==> config.mk <==
export PLATFORM = sky130hd
export DESIGN_NAME = dcar_channel
export DESIGN_NICKNAME = d
export VERILOG_FILES = /design/src/dcar_pkg.sv /design/src/dcar_channel.sv /design/src/dcar_counter.sv
export VERILOG_INCLUDE_DIRS = /design/src
export SDC_FILE = /design/constraint.sdc
export NUM_CORES = 1
export LEC_CHECK = 0
export BUFFER_PORTS_ARGS = -buffer_cell sky130_fd_sc_hd__clkbuf_2
export CAP_MARGIN = 20
export CORE_MARGIN = 2
export CORE_UTILIZATION = 45
export CTS_BUF_LIST = sky130_fd_sc_hd__clkbuf_16
export DETAILED_ROUTE_END_ITERATION = 7
export PLACE_DENSITY = 0.7
export SLEW_MARGIN = 30
export SYNTH_ARGS = -nofsm -noshare
export SYNTH_HDL_FRONTEND = slang
export SYNTH_SLANG_ARGS = --single-unit
==> constraint.sdc <==
create_clock -name clock -period 3.6 [get_ports clock]
set_input_delay 0.72 -clock clock [delete_from_list [all_inputs] [get_ports clock]]
set_output_delay 0.72 -clock clock [all_outputs]
set_load 0.005 [all_outputs]
==> src/dcar_cfg.svh <==
// register offsets, field positions and reset values of the dma channel
`ifndef DCAR_CFG_SVH
`define DCAR_CFG_SVH
`define DCAR_OFS_CTRL   5'h00
`define DCAR_OFS_END    5'h04
`define DCAR_OFS_START  5'h08
`define DCAR_OFS_PERI   5'h0c
`define DCAR_OFS_ACT    5'h10
`define DCAR_BIT_RUN    0
`define DCAR_BIT_REQ    1
`define DCAR_BIT_DONE   2
`define DCAR_BIT_STAT   3
`define DCAR_BIT_BUSY   5
`define DCAR_BIT_DIR    8
`define DCAR_BIT_DEV    9
`define DCAR_BIT_ACT    0
`define DCAR_RST_OFS    16'h0000
`define DCAR_RST_PERI   24'h000000
`define DCAR_RST_ACT    1'h0
`endif

==> src/dcar_pkg.sv <==
// types shared by the dma channel modules
package dcar_pkg;
   typedef enum logic [1:0] {
      ST_IDLE = 2'b00,
      ST_WAIT = 2'b01,
      ST_XFER = 2'b10
   } dcar_state_t;

   typedef enum logic [1:0] {
      CS_RUNOFF = 2'b00,
      CS_MATCH  = 2'b01,
      CS_TERM   = 2'b10,
      CS_BUSERR = 2'b11
   } dcar_status_t;

   typedef struct packed {
      dcar_state_t  state;
      logic         run;
      logic         dir;
      logic [2:0]   dev;
      logic         done;
      dcar_status_t status;
      logic         reqSeen;
      logic [15:0]  endOfs;
      logic [23:0]  periAddr;
      logic         active;
      logic [31:0]  rdData;
      logic         ahbStart;
      logic         memStrobe;
      logic [15:0]  memAddr;
   } dcar_chan_t;

   typedef struct packed {
      logic [15:0] count;
   } dcar_cnt_t;
endpackage : dcar_pkg

==> src/dcar_channel.sv <==
// one dma channel: address registers, run control and byte sequencing
//
// Contract
// - stop when counter equals end offset
// - end offset is sixteen bits wide
// - equal offsets at run: no bytes, done
// - start offset is shared memory byte offset
// - counter loads start, increments per byte
// - start reads next byte offset while running
// - start reads last offset plus one after
// - peripheral address 24 bits, top reserved
// - activate bit zero gates channel clock
// - registers frozen while run is set, except the run bit
// - end match reports status 01
// - direction 0 reads peripheral, 1 writes
`timescale 1ns/1ps
`include "dcar_cfg.svh"
module dcar_channel
   import dcar_pkg::*;
(
   input  wire logic        clock,
   input  wire logic        resetn,
   input  wire logic [4:0]  spbAddr,
   input  wire logic        spbWrEn,
   input  wire logic        spbRdEn,
   input  wire logic [3:0]  spbByteEn,
   input  wire logic [31:0] spbWrData,
   output logic      [31:0] spbRdData,
   input  wire logic        dmaReq,
   input  wire logic        dmaTerm,
   output logic      [23:0] ahbAddr,
   output logic             ahbWrite,
   output logic             ahbStart,
   input  wire logic        ahbDone,
   input  wire logic        ahbErr,
   output logic      [15:0] memAddr,
   output logic             memWriteEn,
   output logic             memStrobe,
   output logic             chanClkEn,
   output logic             chanDone,
   output logic      [2:0]  devSelect
);
   logic       [1:0] rstSync_ff;
   logic             rstN;
   dcar_chan_t       cur_ff;
   dcar_chan_t       nxt_cur;
   logic      [15:0] count;
   logic             atEnd;
   logic             cntLoad;
   logic             cntStep;
   logic             wrHit;

   function automatic logic hit(input logic [4:0] a, input logic [4:0] ofs);
      hit = (a == ofs);
   endfunction : hit

   always_ff @(posedge clock or negedge resetn) begin
      if (!resetn) begin
         rstSync_ff <= 2'b00;
      end else begin
         rstSync_ff <= {rstSync_ff[0], 1'b1};
      end
   end
   assign rstN = rstSync_ff[1];

   assign wrHit = spbWrEn && !cur_ff.run;
   assign cntLoad = wrHit && hit(spbAddr, `DCAR_OFS_START) && (spbByteEn[1:0] == 2'b11);
   assign cntStep = cur_ff.active && (cur_ff.state == ST_XFER) && ahbDone && !ahbErr;

   // counter is the shared memory offset
   dcar_counter u_counter (
      .clock     (clock),
      .rstN      (rstN),
      .load      (cntLoad),
      .loadValue (spbWrData[15:0]),
      .step      (cntStep),
      .endValue  (cur_ff.endOfs),
      .count     (count),
      .atEnd     (atEnd)
   );

   always_comb begin
      nxt_cur           = cur_ff;
      nxt_cur.ahbStart  = 1'b0;
      nxt_cur.memStrobe = 1'b0;
      // control register: only run may change while running
      if (spbWrEn && hit(spbAddr, `DCAR_OFS_CTRL) && spbByteEn[0]) begin
         nxt_cur.run = spbWrData[`DCAR_BIT_RUN];
      end
      if (wrHit && hit(spbAddr, `DCAR_OFS_CTRL) && spbByteEn[1]) begin
         nxt_cur.dir = spbWrData[`DCAR_BIT_DIR];
         nxt_cur.dev = spbWrData[`DCAR_BIT_DEV +: 3];
      end
      if (wrHit && hit(spbAddr, `DCAR_OFS_END)) begin
         if (spbByteEn[0]) nxt_cur.endOfs[7:0] = spbWrData[7:0];
         if (spbByteEn[1]) nxt_cur.endOfs[15:8] = spbWrData[15:8];
      end
      if (wrHit && hit(spbAddr, `DCAR_OFS_PERI)) begin
         if (spbByteEn[0]) nxt_cur.periAddr[7:0] = spbWrData[7:0];
         if (spbByteEn[1]) nxt_cur.periAddr[15:8] = spbWrData[15:8];
         if (spbByteEn[2]) nxt_cur.periAddr[23:16] = spbWrData[23:16];
      end
      if (wrHit && hit(spbAddr, `DCAR_OFS_ACT) && spbByteEn[0]) begin
         nxt_cur.active = spbWrData[`DCAR_BIT_ACT];
      end
      nxt_cur.reqSeen = cur_ff.run && dmaReq;
      if (!cur_ff.run) begin
         nxt_cur.done   = 1'b0;
         nxt_cur.status = CS_RUNOFF;
      end
      if (cur_ff.active) begin
         case (cur_ff.state)
            ST_IDLE: begin
               if (cur_ff.run && !cur_ff.done) begin
                  if (atEnd) begin
                     nxt_cur.done   = 1'b1;
                     nxt_cur.status = CS_MATCH;
                  end else begin
                     nxt_cur.state = ST_WAIT;
                  end
               end
            end
            ST_WAIT: begin
               if (!cur_ff.run) begin
                  nxt_cur.state = ST_IDLE;
               end else if (atEnd) begin
                  nxt_cur.state  = ST_IDLE;
                  nxt_cur.done   = 1'b1;
                  nxt_cur.status = CS_MATCH;
               end else if (dmaTerm) begin
                  nxt_cur.state  = ST_IDLE;
                  nxt_cur.done   = 1'b1;
                  nxt_cur.status = CS_TERM;
               end else if (dmaReq) begin
                  nxt_cur.state    = ST_XFER;
                  nxt_cur.ahbStart = 1'b1;
               end
            end
            ST_XFER: begin
               if (ahbDone) begin
                  nxt_cur.memStrobe = !ahbErr;
                  nxt_cur.memAddr   = count;
                  if (!cur_ff.run) begin
                     nxt_cur.state = ST_IDLE;
                  end else if (!ahbErr && (count + 16'h0001 == cur_ff.endOfs)) begin
                     nxt_cur.state  = ST_IDLE;
                     nxt_cur.done   = 1'b1;
                     nxt_cur.status = CS_MATCH;
                  end else if (dmaTerm) begin
                     nxt_cur.state  = ST_IDLE;
                     nxt_cur.done   = 1'b1;
                     nxt_cur.status = CS_TERM;
                  end else if (ahbErr) begin
                     nxt_cur.state  = ST_IDLE;
                     nxt_cur.done   = 1'b1;
                     nxt_cur.status = CS_BUSERR;
                  end else begin
                     nxt_cur.state = ST_WAIT;
                  end
               end
            end
            default: begin
               nxt_cur.state = ST_IDLE;
            end
         endcase
      end
      // register read, reserved bits zero
      nxt_cur.rdData = 32'h00000000;
      if (spbRdEn) begin
         if (hit(spbAddr, `DCAR_OFS_CTRL)) begin
            nxt_cur.rdData[`DCAR_BIT_RUN]      = cur_ff.run;
            nxt_cur.rdData[`DCAR_BIT_REQ]      = cur_ff.reqSeen;
            nxt_cur.rdData[`DCAR_BIT_DONE]     = cur_ff.done;
            nxt_cur.rdData[`DCAR_BIT_STAT +: 2] = cur_ff.status;
            nxt_cur.rdData[`DCAR_BIT_BUSY]     = (cur_ff.state != ST_IDLE);
            nxt_cur.rdData[`DCAR_BIT_DIR]      = cur_ff.dir;
            nxt_cur.rdData[`DCAR_BIT_DEV +: 3] = cur_ff.dev;
         end else if (hit(spbAddr, `DCAR_OFS_END)) begin
            nxt_cur.rdData[15:0] = cur_ff.endOfs;
         end else if (hit(spbAddr, `DCAR_OFS_START)) begin
            nxt_cur.rdData[15:0] = count;
         end else if (hit(spbAddr, `DCAR_OFS_PERI)) begin
            nxt_cur.rdData[23:0] = cur_ff.periAddr;
         end else if (hit(spbAddr, `DCAR_OFS_ACT)) begin
            nxt_cur.rdData[`DCAR_BIT_ACT] = cur_ff.active;
         end
      end
   end

   always_ff @(posedge clock or negedge rstN) begin
      if (!rstN) begin
         cur_ff          <= '0;
         cur_ff.endOfs   <= `DCAR_RST_OFS;
         cur_ff.periAddr <= `DCAR_RST_PERI;
         cur_ff.active   <= `DCAR_RST_ACT;
      end else begin
         cur_ff <= nxt_cur;
      end
   end

   assign spbRdData  = cur_ff.rdData;
   assign ahbAddr    = cur_ff.periAddr;
   assign ahbWrite   = cur_ff.dir;
   assign memWriteEn = !cur_ff.dir;
   assign ahbStart   = cur_ff.ahbStart;
   assign memStrobe  = cur_ff.memStrobe;
   assign memAddr    = cur_ff.memAddr;
   assign chanClkEn  = cur_ff.active;
   assign chanDone   = cur_ff.done;
   assign devSelect  = cur_ff.dev;

   property p_end_match;
      @(posedge clock) disable iff (!rstN)
      (cur_ff.active && cur_ff.state == ST_XFER && ahbDone && !ahbErr && cur_ff.run
       && (count + 16'h0001 == cur_ff.endOfs))
      |=> (cur_ff.done && cur_ff.status == CS_MATCH && cur_ff.state == ST_IDLE);
   endproperty
   a_end_match: assert property (p_end_match) else $error("end match not reported");

   property p_empty;
      @(posedge clock) disable iff (!rstN)
      (cur_ff.active && cur_ff.state == ST_IDLE && cur_ff.run && !cur_ff.done && atEnd)
      |=> (cur_ff.done && cur_ff.status == CS_MATCH) ##1 !cur_ff.ahbStart;
   endproperty
   a_empty: assert property (p_empty) else $error("empty transfer moved data");

   property p_step;
      @(posedge clock) disable iff (!rstN)
      (cntStep && !cntLoad) |=> (count == $past(count) + 16'h0001);
   endproperty
   a_step: assert property (p_step) else $error("counter did not step by one");

   property p_done_count;
      @(posedge clock) disable iff (!rstN)
      (cur_ff.done && cur_ff.status == CS_MATCH) |-> atEnd;
   endproperty
   a_done_count: assert property (p_done_count) else $error("count not at end when done");

   property p_peri_read;
      @(posedge clock) disable iff (!rstN)
      (spbRdEn && spbAddr == `DCAR_OFS_PERI)
      |=> (spbRdData[31:24] == 8'h00 && spbRdData[23:0] == $past(cur_ff.periAddr));
   endproperty
   a_peri_read: assert property (p_peri_read) else $error("peripheral address read wrong");

   property p_inert;
      @(posedge clock) disable iff (!rstN)
      !cur_ff.active |=> (cur_ff.state == $past(cur_ff.state) && !ahbStart);
   endproperty
   a_inert: assert property (p_inert) else $error("gated channel moved");

   property p_frozen;
      @(posedge clock) disable iff (!rstN)
      (cur_ff.run && spbWrEn && (spbAddr == `DCAR_OFS_END || spbAddr == `DCAR_OFS_PERI))
      |=> (cur_ff.endOfs == $past(cur_ff.endOfs) && cur_ff.periAddr == $past(cur_ff.periAddr));
   endproperty
   a_frozen: assert property (p_frozen) else $error("register changed while running");

   property p_dir;
      @(posedge clock) disable iff (!rstN)
      (wrHit && spbAddr == `DCAR_OFS_CTRL && spbByteEn[1])
      |=> (ahbWrite == $past(spbWrData[`DCAR_BIT_DIR]) && memWriteEn == !ahbWrite);
   endproperty
   a_dir: assert property (p_dir) else $error("direction mismatch");

   property p_run_off;
      @(posedge clock) disable iff (!rstN)
      !cur_ff.run |=> (cur_ff.status == CS_RUNOFF && !cur_ff.done);
   endproperty
   a_run_off: assert property (p_run_off) else $error("status not cleared with run");

   c_byte: cover property (@(posedge clock) disable iff (!rstN) memStrobe);
   c_match: cover property (@(posedge clock) disable iff (!rstN)
      cur_ff.done && cur_ff.status == CS_MATCH);
   c_err: cover property (@(posedge clock) disable iff (!rstN)
      cur_ff.done && cur_ff.status == CS_BUSERR);
   c_term: cover property (@(posedge clock) disable iff (!rstN)
      cur_ff.done && cur_ff.status == CS_TERM);
endmodule : dcar_channel

==> src/dcar_counter.sv <==
// sixteen bit running memory offset counter
`timescale 1ns/1ps
`include "dcar_cfg.svh"
module dcar_counter
   import dcar_pkg::*;
(
   input  wire logic        clock,
   input  wire logic        rstN,
   input  wire logic        load,
   input  wire logic [15:0] loadValue,
   input  wire logic        step,
   input  wire logic [15:0] endValue,
   output logic      [15:0] count,
   output logic             atEnd
);
   dcar_cnt_t cnt_ff;
   dcar_cnt_t nxt_cnt;

   always_comb begin
      nxt_cnt = cnt_ff;
      if (load) begin
         nxt_cnt.count = loadValue;
      end else if (step) begin
         nxt_cnt.count = cnt_ff.count + 16'h0001;
      end
   end

   always_ff @(posedge clock or negedge rstN) begin
      if (!rstN) begin
         cnt_ff <= '0;
      end else begin
         cnt_ff <= nxt_cnt;
      end
   end

   assign count = cnt_ff.count;
   assign atEnd = (cnt_ff.count == endValue);
endmodule : dcar_counter

# Word-level counts from Yosys, hierarchy flattened
# Cells that the tools add are included.
[totals]
regBits = 112
in_bits = 49
output_inout_bits = 81
word_cells = 112
[op_classes]
n_eq_ne = 13
n_mux = 47
n_reduce_logical = 32
add_sub_neg = 1
[op_table]
columns = ["operator", "n"]
rows = [
  ["$mux W16", 4],
  ["$mux W3", 12],
  ["$mux W17", 2],
  ["$eq A16 B16 Y1", 2],
  ["$mux W24", 1],
  ["$mux W23", 1],
  ["$mux W18", 1],
  ["$logic_and A1 B1 Y1", 17],
  ["$add A16 B1 Y16 const B", 1],
  ["$mux W2", 8],
  ["$mux W8", 2],
  ["$mux W12", 1],
  ["$mux W1", 11],
  ["$eq A5 B4 Y1 const B", 2],
  ["$reduce_and A2 Y1", 5],
  ["$pmux W3 S3", 1],
  ["$mux W6", 1],
  ["$ne A2 B2 Y1 const B", 3],
  ["$pmux W2 S3", 1],
  ["$eq A5 B3 Y1 const B", 1],
  ["$eq A5 B5 Y1 const B", 1],
  ["$logic_not A5 Y1", 1],
  ["$ne A5 B5 Y1 const B", 1],
  ["$reduce_and A5 Y1", 1],
  ["other kinds (7)", 12],
]

# Longest topological paths before layout
# Gate-level depths: netlist of run 1.
[logic_depth]
word_depth = 8
depth_mapped = 10
ltp_nobuf = 8

# By module
# A second synthesis of run 1 with hierarchy kept.
[hier_totals]
cells_unflattened = 625
area_unflattened_um2 = 6231.0
[by_module_without_submodules]
columns = ["module", "seq_area_each_um2", "area_each_um2", "cells_per_inst", "instances"]
rows = [
  ["dcar_channel", 2402.3, 5170.0, 502, 1],
  ["dcar_counter", 400.4, 1061.0, 123, 1],
]

# Least setup slack after synthesis of run 1
# No wires, ideal clock.
[synth_timing]
kind = "reg2reg"
start = "register u_counter.cnt_ff, in the netlist u_counter.count[1]"
end = "register cur_ff[93] (netlist bit)"
path_stages_with_launch = 9
slack_ns = 1.144
arrival_time_ns = 2.333
required_time_ns = 3.477
n_path_buf = 0
period_less_slack_ns = 2.456
setup_ns = 0.123
cell_sequence = "dfrtp_1 -> ha_1 -> nand3_2 -> or3_1 -> nor2_1 -> xnor2_1 -> nand4_1 -> or4_4 -> o2bb2ai_2"
[synth_rtl]
columns = ["item", "line_no", "rtl"]
rows = [
  ["start, declared", "dcar_counter.sv:16", "dcar_cnt_t cnt_ff;"],
  ["start signal, assigned", "dcar_counter.sv:32", "cnt_ff <= nxt_cnt;"],
  ["end signal, assigned", "dcar_channel.sv:197", "cur_ff <= nxt_cur;"],
  ["end, declared", "dcar_channel.sv:45", "dcar_chan_t cur_ff;"],
]

==> results of run 1 <==
## area by class of cell
class	count	share of cell area
clock buffers	9	0.0338
clock inverters	7	0.0143
inverters	12	0.00677
multi-input cells	360	0.392
flip-flops and latches	112	0.422
well taps	176	0.0331
repair buffers	122	0.0985
## power by group
| part | total, mW | switching (mW) | internal, mW |
|---|---|---|---|
| clock | 1.07 | 0.461 | 0.610 |
| combinational | 0.462 | 0.236 | 0.226 |
| sequential | 1.49 | 0.140 | 1.35 |
## worst max-delay path by stage
stage                             from         end  slack (ns)  cells after the start
floorplan                rstSync_ff[1]  ahbAddr[0]        0.25                      0
global placement    u_counter.count[1]  cur_ff[93]        0.89                      8
detailed placement  u_counter.count[1]  cur_ff[93]        0.83                      8
CTS                 u_counter.count[1]  cur_ff[93]        0.81                      8
global route        u_counter.count[1]  cur_ff[93]        0.59                      8
finish              u_counter.count[1]  cur_ff[93]        0.81                      8
## cells in the final DEF, fill, tap and decap left out, types with 2 or more instances in the layout
cell type / Yosys / routed
clkbuf_2: 1 / 112
dfrtp_1: 112 / 111
mux2_2: 72 / 72
nand2_1: 48 / 48
o21ai_0: 32 / 32
nor2_1: 29 / 29
xor2_1: 21 / 21
xnor2_1: 18 / 18
and2_1: 17 / 17
a22oi_1: 14 / 14
inv_1: 11 / 11
nand3_1: 11 / 11
nor3_1: 10 / 10
conb_1: 2 / 9
clkbuf_16: 0 / 9
buf_4: 78 / 9
a21oi_1: 8 / 8
nand4_1: 8 / 8
mux2i_1: 6 / 6
o22ai_1: 4 / 4
nor4_1: 4 / 4
or3_1: 3 / 3
nor2b_1: 3 / 3
clkinvlp_4: 0 / 3
nand3_2: 2 / 2
o21bai_1: 2 / 2
o31ai_1: 2 / 2
a31oi_1: 2 / 2
and4b_1: 2 / 2
or2_2: 2 / 2
o211ai_1: 2 / 2
a211oi_1: 2 / 2
a21o_1: 2 / 2
nor3_2: 2 / 2
bufinv_16: 0 / 2
## metrics by stage
stage,area (µm²),total power [mW],utilization,hold WS [ns],cells
detailed placement,6330,1.97,0.476,0.294,782
finish,6650,3.02,0.500,0.128,798
floorplan,6180,1.86,-,0.331,585
global placement,6310,1.94,0.474,0.339,781
CTS,6650,3.05,0.500,0.119,798
global route,6650,3.18,0.500,0.109,798
## Yosys cell counts (3+ instances only)
| library cell | count | area share |
|---|---|---|
| nor3_1 | 10 | 0.0081 |
| nor2_1 | 29 | 0.018 |
| and2_1 | 17 | 0.017 |
| mux2_2 | 72 | 0.13 |
| dfrtp_1 | 112 | 0.46 |
| a22oi_1 | 14 | 0.017 |
| mux2i_1 | 6 | 0.0098 |
| nand3_1 | 11 | 0.0089 |
| nand4_1 | 8 | 0.0081 |
| or3_1 | 3 | 0.0030 |
| a21oi_1 | 8 | 0.0065 |
| nand2_1 | 48 | 0.029 |
| buf_4 | 78 | 0.095 |
| nor2b_1 | 3 | 0.0030 |
| xor2_1 | 21 | 0.030 |
| clkbuf_1 | 12 | 0.0073 |
| xnor2_1 | 18 | 0.026 |
| o21ai_0 | 32 | 0.026 |
| inv_1 | 11 | 0.0067 |
| clkbuf_8 | 4 | 0.0089 |
| o22ai_1 | 4 | 0.0041 |
| nor4_1 | 4 | 0.0041 |
| buf_1 | 4 | 0.0024 |
## sequential cells by signal (all words and copies together) (netlist names)
name,count
ahbAddr,24
ahbStart,1
ahbWrite,1
chanClkEn,1
chanDone,1
cur_ff,22
devSelect,3
memAddr,16
memStrobe,1
rstSync_ff,2
spbRdData,24
u_counter.count,16
## worst register-to-register path: stages, from the launching register on
cell       delay [ns]
dfrtp_1          0.56
ha_1             0.31
nand3_2          0.13
nor2_1           0.31
nand3_1          0.13
a221oi_1         0.30
nand4_1          0.21
or4_4            0.60
o2bb2ai_2        0.13
## cells by family (layout without fill, tap and decap cells)
| group | Yosys count | after routing | share of synthesized area |
|---|---|---|---|
| AND/OR/NAND/NOR | 150 | 150 | 0.130 |
| XOR/XNOR | 39 | 39 | 0.0555 |
| adder cells (fa/ha/maj) | 1 | 1 | 0.00203 |
| other | 2 | 9 | 0.00122 |
| flip-flops | 112 | 112 | 0.455 |
| buffers and inverters | 113 | 150 | 0.126 |
| multiplexers | 78 | 78 | 0.141 |
| AO/OA/AOI/OAI | 83 | 83 | 0.0888 |
## metal layers
metal,up-vias,global-route usage,share of wire
li1,1988,-,-
met1,2059,0.283,0.45
met2,183,0.316,0.47
met3,14,0.0536,0.070
met4,0,0.0480,0.010
met5,-,0,0
==> metrics.txt, run 1 <==
Overflow after GRT 0; gpl congestion 0.942; CTS root buffer clkbuf_16; count of different cell masters after synthesis 60; Post-Syn Instances 578; DR WL/cell 17.6 µm; MaxCap Viol Count 0; Hold-fix buffers, CTS 0; CTS tree done; antenna violations before repair 0; top_reg_cell synth dfrtp_1; reg2reg start u_counter.count[1]; Final Hold Viols 0; leakage power 3.17 nW; Via Count 4,244; gr usage total 0.203; Power Dens Cells 454 nW/µm²; #FFs+latches synth 112; HP Class input port to asynchronous set/reset pin; status complete, no violations; Layout area overhead 8.09%; drt pass-1 iters 5; Skew-Pair Late Insertion Delay 0.36 ns; post-route ant nets 0; H-tree Lvls 3; Peak Freq 358 MHz; register area share after synthesis 0.455; layout cell share with drive strength beyond 1 0.368; largest net degree at the start of global routing 52; fillers 1,210; Total Neg Setup Slack 0 ns; IO buf count 112; critical path required time 3.85 ns; Multi-input gate area 2610 µm²; asr flop ratio synth 1.00; worst slack, placed 0.827 ns; Final setup viols 0; setup repair bufs after CTS 0; PnR worst setup slack 0.810 ns; FF-to-FF setup slack 0.81 ns; DRC violations left 0; CP cell instances ha_1 -> nand3_2 -> nor2_1 -> nand3_1 -> a221oi_1 -> nand4_1 -> or4_4 -> o2bb2ai_2; EDFF count, synth 0; worst-path maximum fanout 8; Initial Utilization 0.463; Post-Syn Area 6160 µm²; clock buffer depth 2; first-pass GRT wire length 23.1 mm; reg2reg end cur_ff[93]; register area 2810 µm²; ant diodes 0; Final Critical Period 2.79 ns; worst-case reg-to-reg path depth 8; period utilization 0.775; RSZ-0062 raised after global routing false; critical path launch point type register; largest stage delay on the critical path 0.60 ns; Warnings, synthesis 0; Setup Skew 0.00672 ns; # rows 42; Sink Count 112; Die ar. 14,600 µm²; DP Wirelength 10.4 mm; CTS Buf Count 9; Peak VDD IR 0.312 mV; fin nets 667; Worst path slowest cell or4_4; post_cts resized 0; Core Footprint 13,300 µm²; CP Data Arrival Time 3.04 ns; slew margin rel. 0.455; CP endpoint kind register; io pins 130; count of pins over their slew limit 0; Worst-path clk slew 0.07 ns; Total Wirelength 14.1 mm; die extent in y 121 µm; syn avg cell area 10.7 µm²; Critical path buffers and inverters 0; Slew @ Worst Pin 0.813 ns; DR iter-0 viols 454; vias in the first global route 4,382; top cell family by delay on the critical path simple AND/OR/NAND/NOR gates; Die X 121 µm; Worst Path Class, Setup register to register; routed vias/inst 5.32
Power figures use the tool's default switching activity.
==> run 2, diff against run 1 <==
- PLACE_DENSITY: 0.7 -> 0.68
- clock period: 3.6 -> 2.84 ns (I/O delays scaled with it)
==> run 2 against run 1 <==
Compared with the run above: critical path depth did not move; final cell count increased by 1.3%; global-route usage increased by 0.55 points; routed wire length up 2.5%; via count grew 1.9%; non-clock buffer count rose by 10; register-to-register slack worse by 0.54 ns; count of clock-buffer cells in the layout stayed put; combinational power up 32%; largest power group unchanged; highest routed layer unchanged.
==> metrics.txt, run 2 (synthesized netlist as in run 1, its figures left out) <==
most frequent cells in the layout clkbuf_2, dfrtp_1, mux2_2; Multi-input gate area 2610 µm² (unchanged); CP cell instances ha_1 -> nand3_2 -> or3_1 -> nor2_1 -> xnor2_1 -> nand4_1 -> or4_4 -> o2bb2ai_2; dpl cell area 6390 µm² (+0.95%); clock buffer depth 2 (unchanged); Peak VDD IR 0.410 mV (+32%); H-tree Lvls 3 (unchanged); Die X 121 µm (unchanged); routed vias/inst 5.35 (+0.62%); gpl congestion 0.874 (-7.2%); vias in the first global route 4,505 (+2.8%); PnR worst setup slack 0.269 ns (-0.541 ns); Final Critical Period 2.57 ns (-0.219 ns); layout cell share with drive strength beyond 1 0.377 (+0.00842); Die ar. 14,600 µm² (unchanged); CP endpoint kind register; post_cts resized 0 (unchanged); first-pass GRT wire length 23.6 mm (+2.0%); drt pass-1 iters 5 (unchanged); slew margin rel. 0.531 (+0.0757); Worst Path Class, Setup register to register; Power Dens Cells 582 nW/µm² (+28%); IO buf count 112 (unchanged); status complete, no violations; Final Hold Viols 0 (unchanged); hold_ws 0.350 ns (+0.222 ns); DR iter-0 viols 372 (-18%); Via Count 4,324 (+1.9%); Hold-fix buffers, CTS 1 (+1); Initial Utilization 0.463 (unchanged); Overflow after GRT 0 (unchanged); Slew @ Worst Pin 0.704 ns (-0.109 ns); Worst-path clk slew 0.07 ns (about the same); top cell family by delay on the critical path simple AND/OR/NAND/NOR gates; Final Cell Area 6750 µm² (+1.4%); count of pins over their slew limit 0 (unchanged); DRC violations left 0 (unchanged); post-layout util 0.508 (+0.00715); DR WL/cell 17.9 µm (+1.3%); RSZ-0062 raised after global routing false; MaxCap Viol Count 0 (unchanged); HP Class register to register; largest stage delay on the critical path 0.60 ns (about the same); # rows 42 (unchanged); Core Footprint 13,300 µm² (unchanged); io pins 130 (unchanged); critical path launch point type register; Peak Freq 389 MHz (+8.5%); leakage power 3.24 nW (+2.1%); largest net degree at the start of global routing 51 (-1.9%); CTS root buffer clkbuf_16; DP Wirelength 10.7 mm (+2.5%); gr usage total 0.208 (+0.00553); Layout area overhead 9.63%; FF-to-FF setup slack 0.27 ns (-0.54 ns); leading cell type in the layout, fill and taps excluded clkbuf_2; fillers 1,216 (+0.50%); Total Wirelength 14.4 mm (+2.5%); register area 2810 µm² (unchanged); CTS tree done; Sink Count 112 (unchanged); antenna violations before repair 0 (unchanged); post-route ant nets 0 (unchanged); worst-path maximum fanout 5 (-3); Critical path buffers and inverters 0 (unchanged); setup repair bufs after CTS 0 (unchanged); CP Data Arrival Time 2.81 ns (-0.23 ns); worst slack, placed 0.297 ns (-0.530 ns); Setup Skew 0.00803 ns (+0.00131 ns); Skew-Pair Late Insertion Delay 0.36 ns (about the same); Final setup viols 0 (unchanged); die extent in y 121 µm (unchanged); Total Neg Setup Slack 0 ns (unchanged); ant diodes 0 (unchanged); critical path required time 3.08 ns (-0.77 ns); Worst path slowest cell or4_4; fin nets 677 (+1.5%); CTS Buf Count 9 (unchanged); period utilization 0.905 (+0.130)
-- run 2: power by group --
group	switching [mW]	internal, mW	leakage, nW
sequential	0.165	1.71	1.52
clock	0.575	0.865	0.165
combinational	0.311	0.296	1.55
-- run 2: final cells by class --
cell class              count  share of cell area
clock buffers               9              0.0334
well taps                 176              0.0326
inverters                  12             0.00667
clock inverters             7              0.0178
multi-input cells         360               0.386
repair buffers            132               0.108
flip-flops and latches    112               0.416
-- run 2: stage by stage --
| step | std cells | total power, mW |
|---|---|---|
| 3_3_place_gp | 791 | 2.49 |
| 6_report | 808 | 3.93 |
| 4_1_cts | 808 | 3.97 |
| 5_1_grt | 808 | 4.12 |
| 3_5_place_dp | 791 | 2.51 |
| 2_1_floorplan | 585 | 2.35 |
-- run 2: routing by layer --
layer | vias up | wire [µm] | track usage
li1 | 2015 | - | -
met1 | 2118 | 6700 | 0.292
met2 | 167 | 6540 | 0.322
met3 | 24 | 914 | 0.0418
met4 | 0 | 278 | 0.0719
met5 | - | 0 | 0
-- run 2: worst paths after layout --
kind | to | cells past startpoint | from
worst min-delay path | rstSync_ff[1] | 0 | rstSync_ff[0]
min in group asynchronous | u_counter.count[15] | 0 | rstSync_ff[1]
worst max-delay path | cur_ff[93] | 8 | u_counter.count[0]
worst max register to register | cur_ff[93] | 8 | u_counter.count[0]
max in group asynchronous | ahbAddr[21] | 1 | rstSync_ff[1]
worst min register to register | rstSync_ff[1] | 0 | rstSync_ff[0]
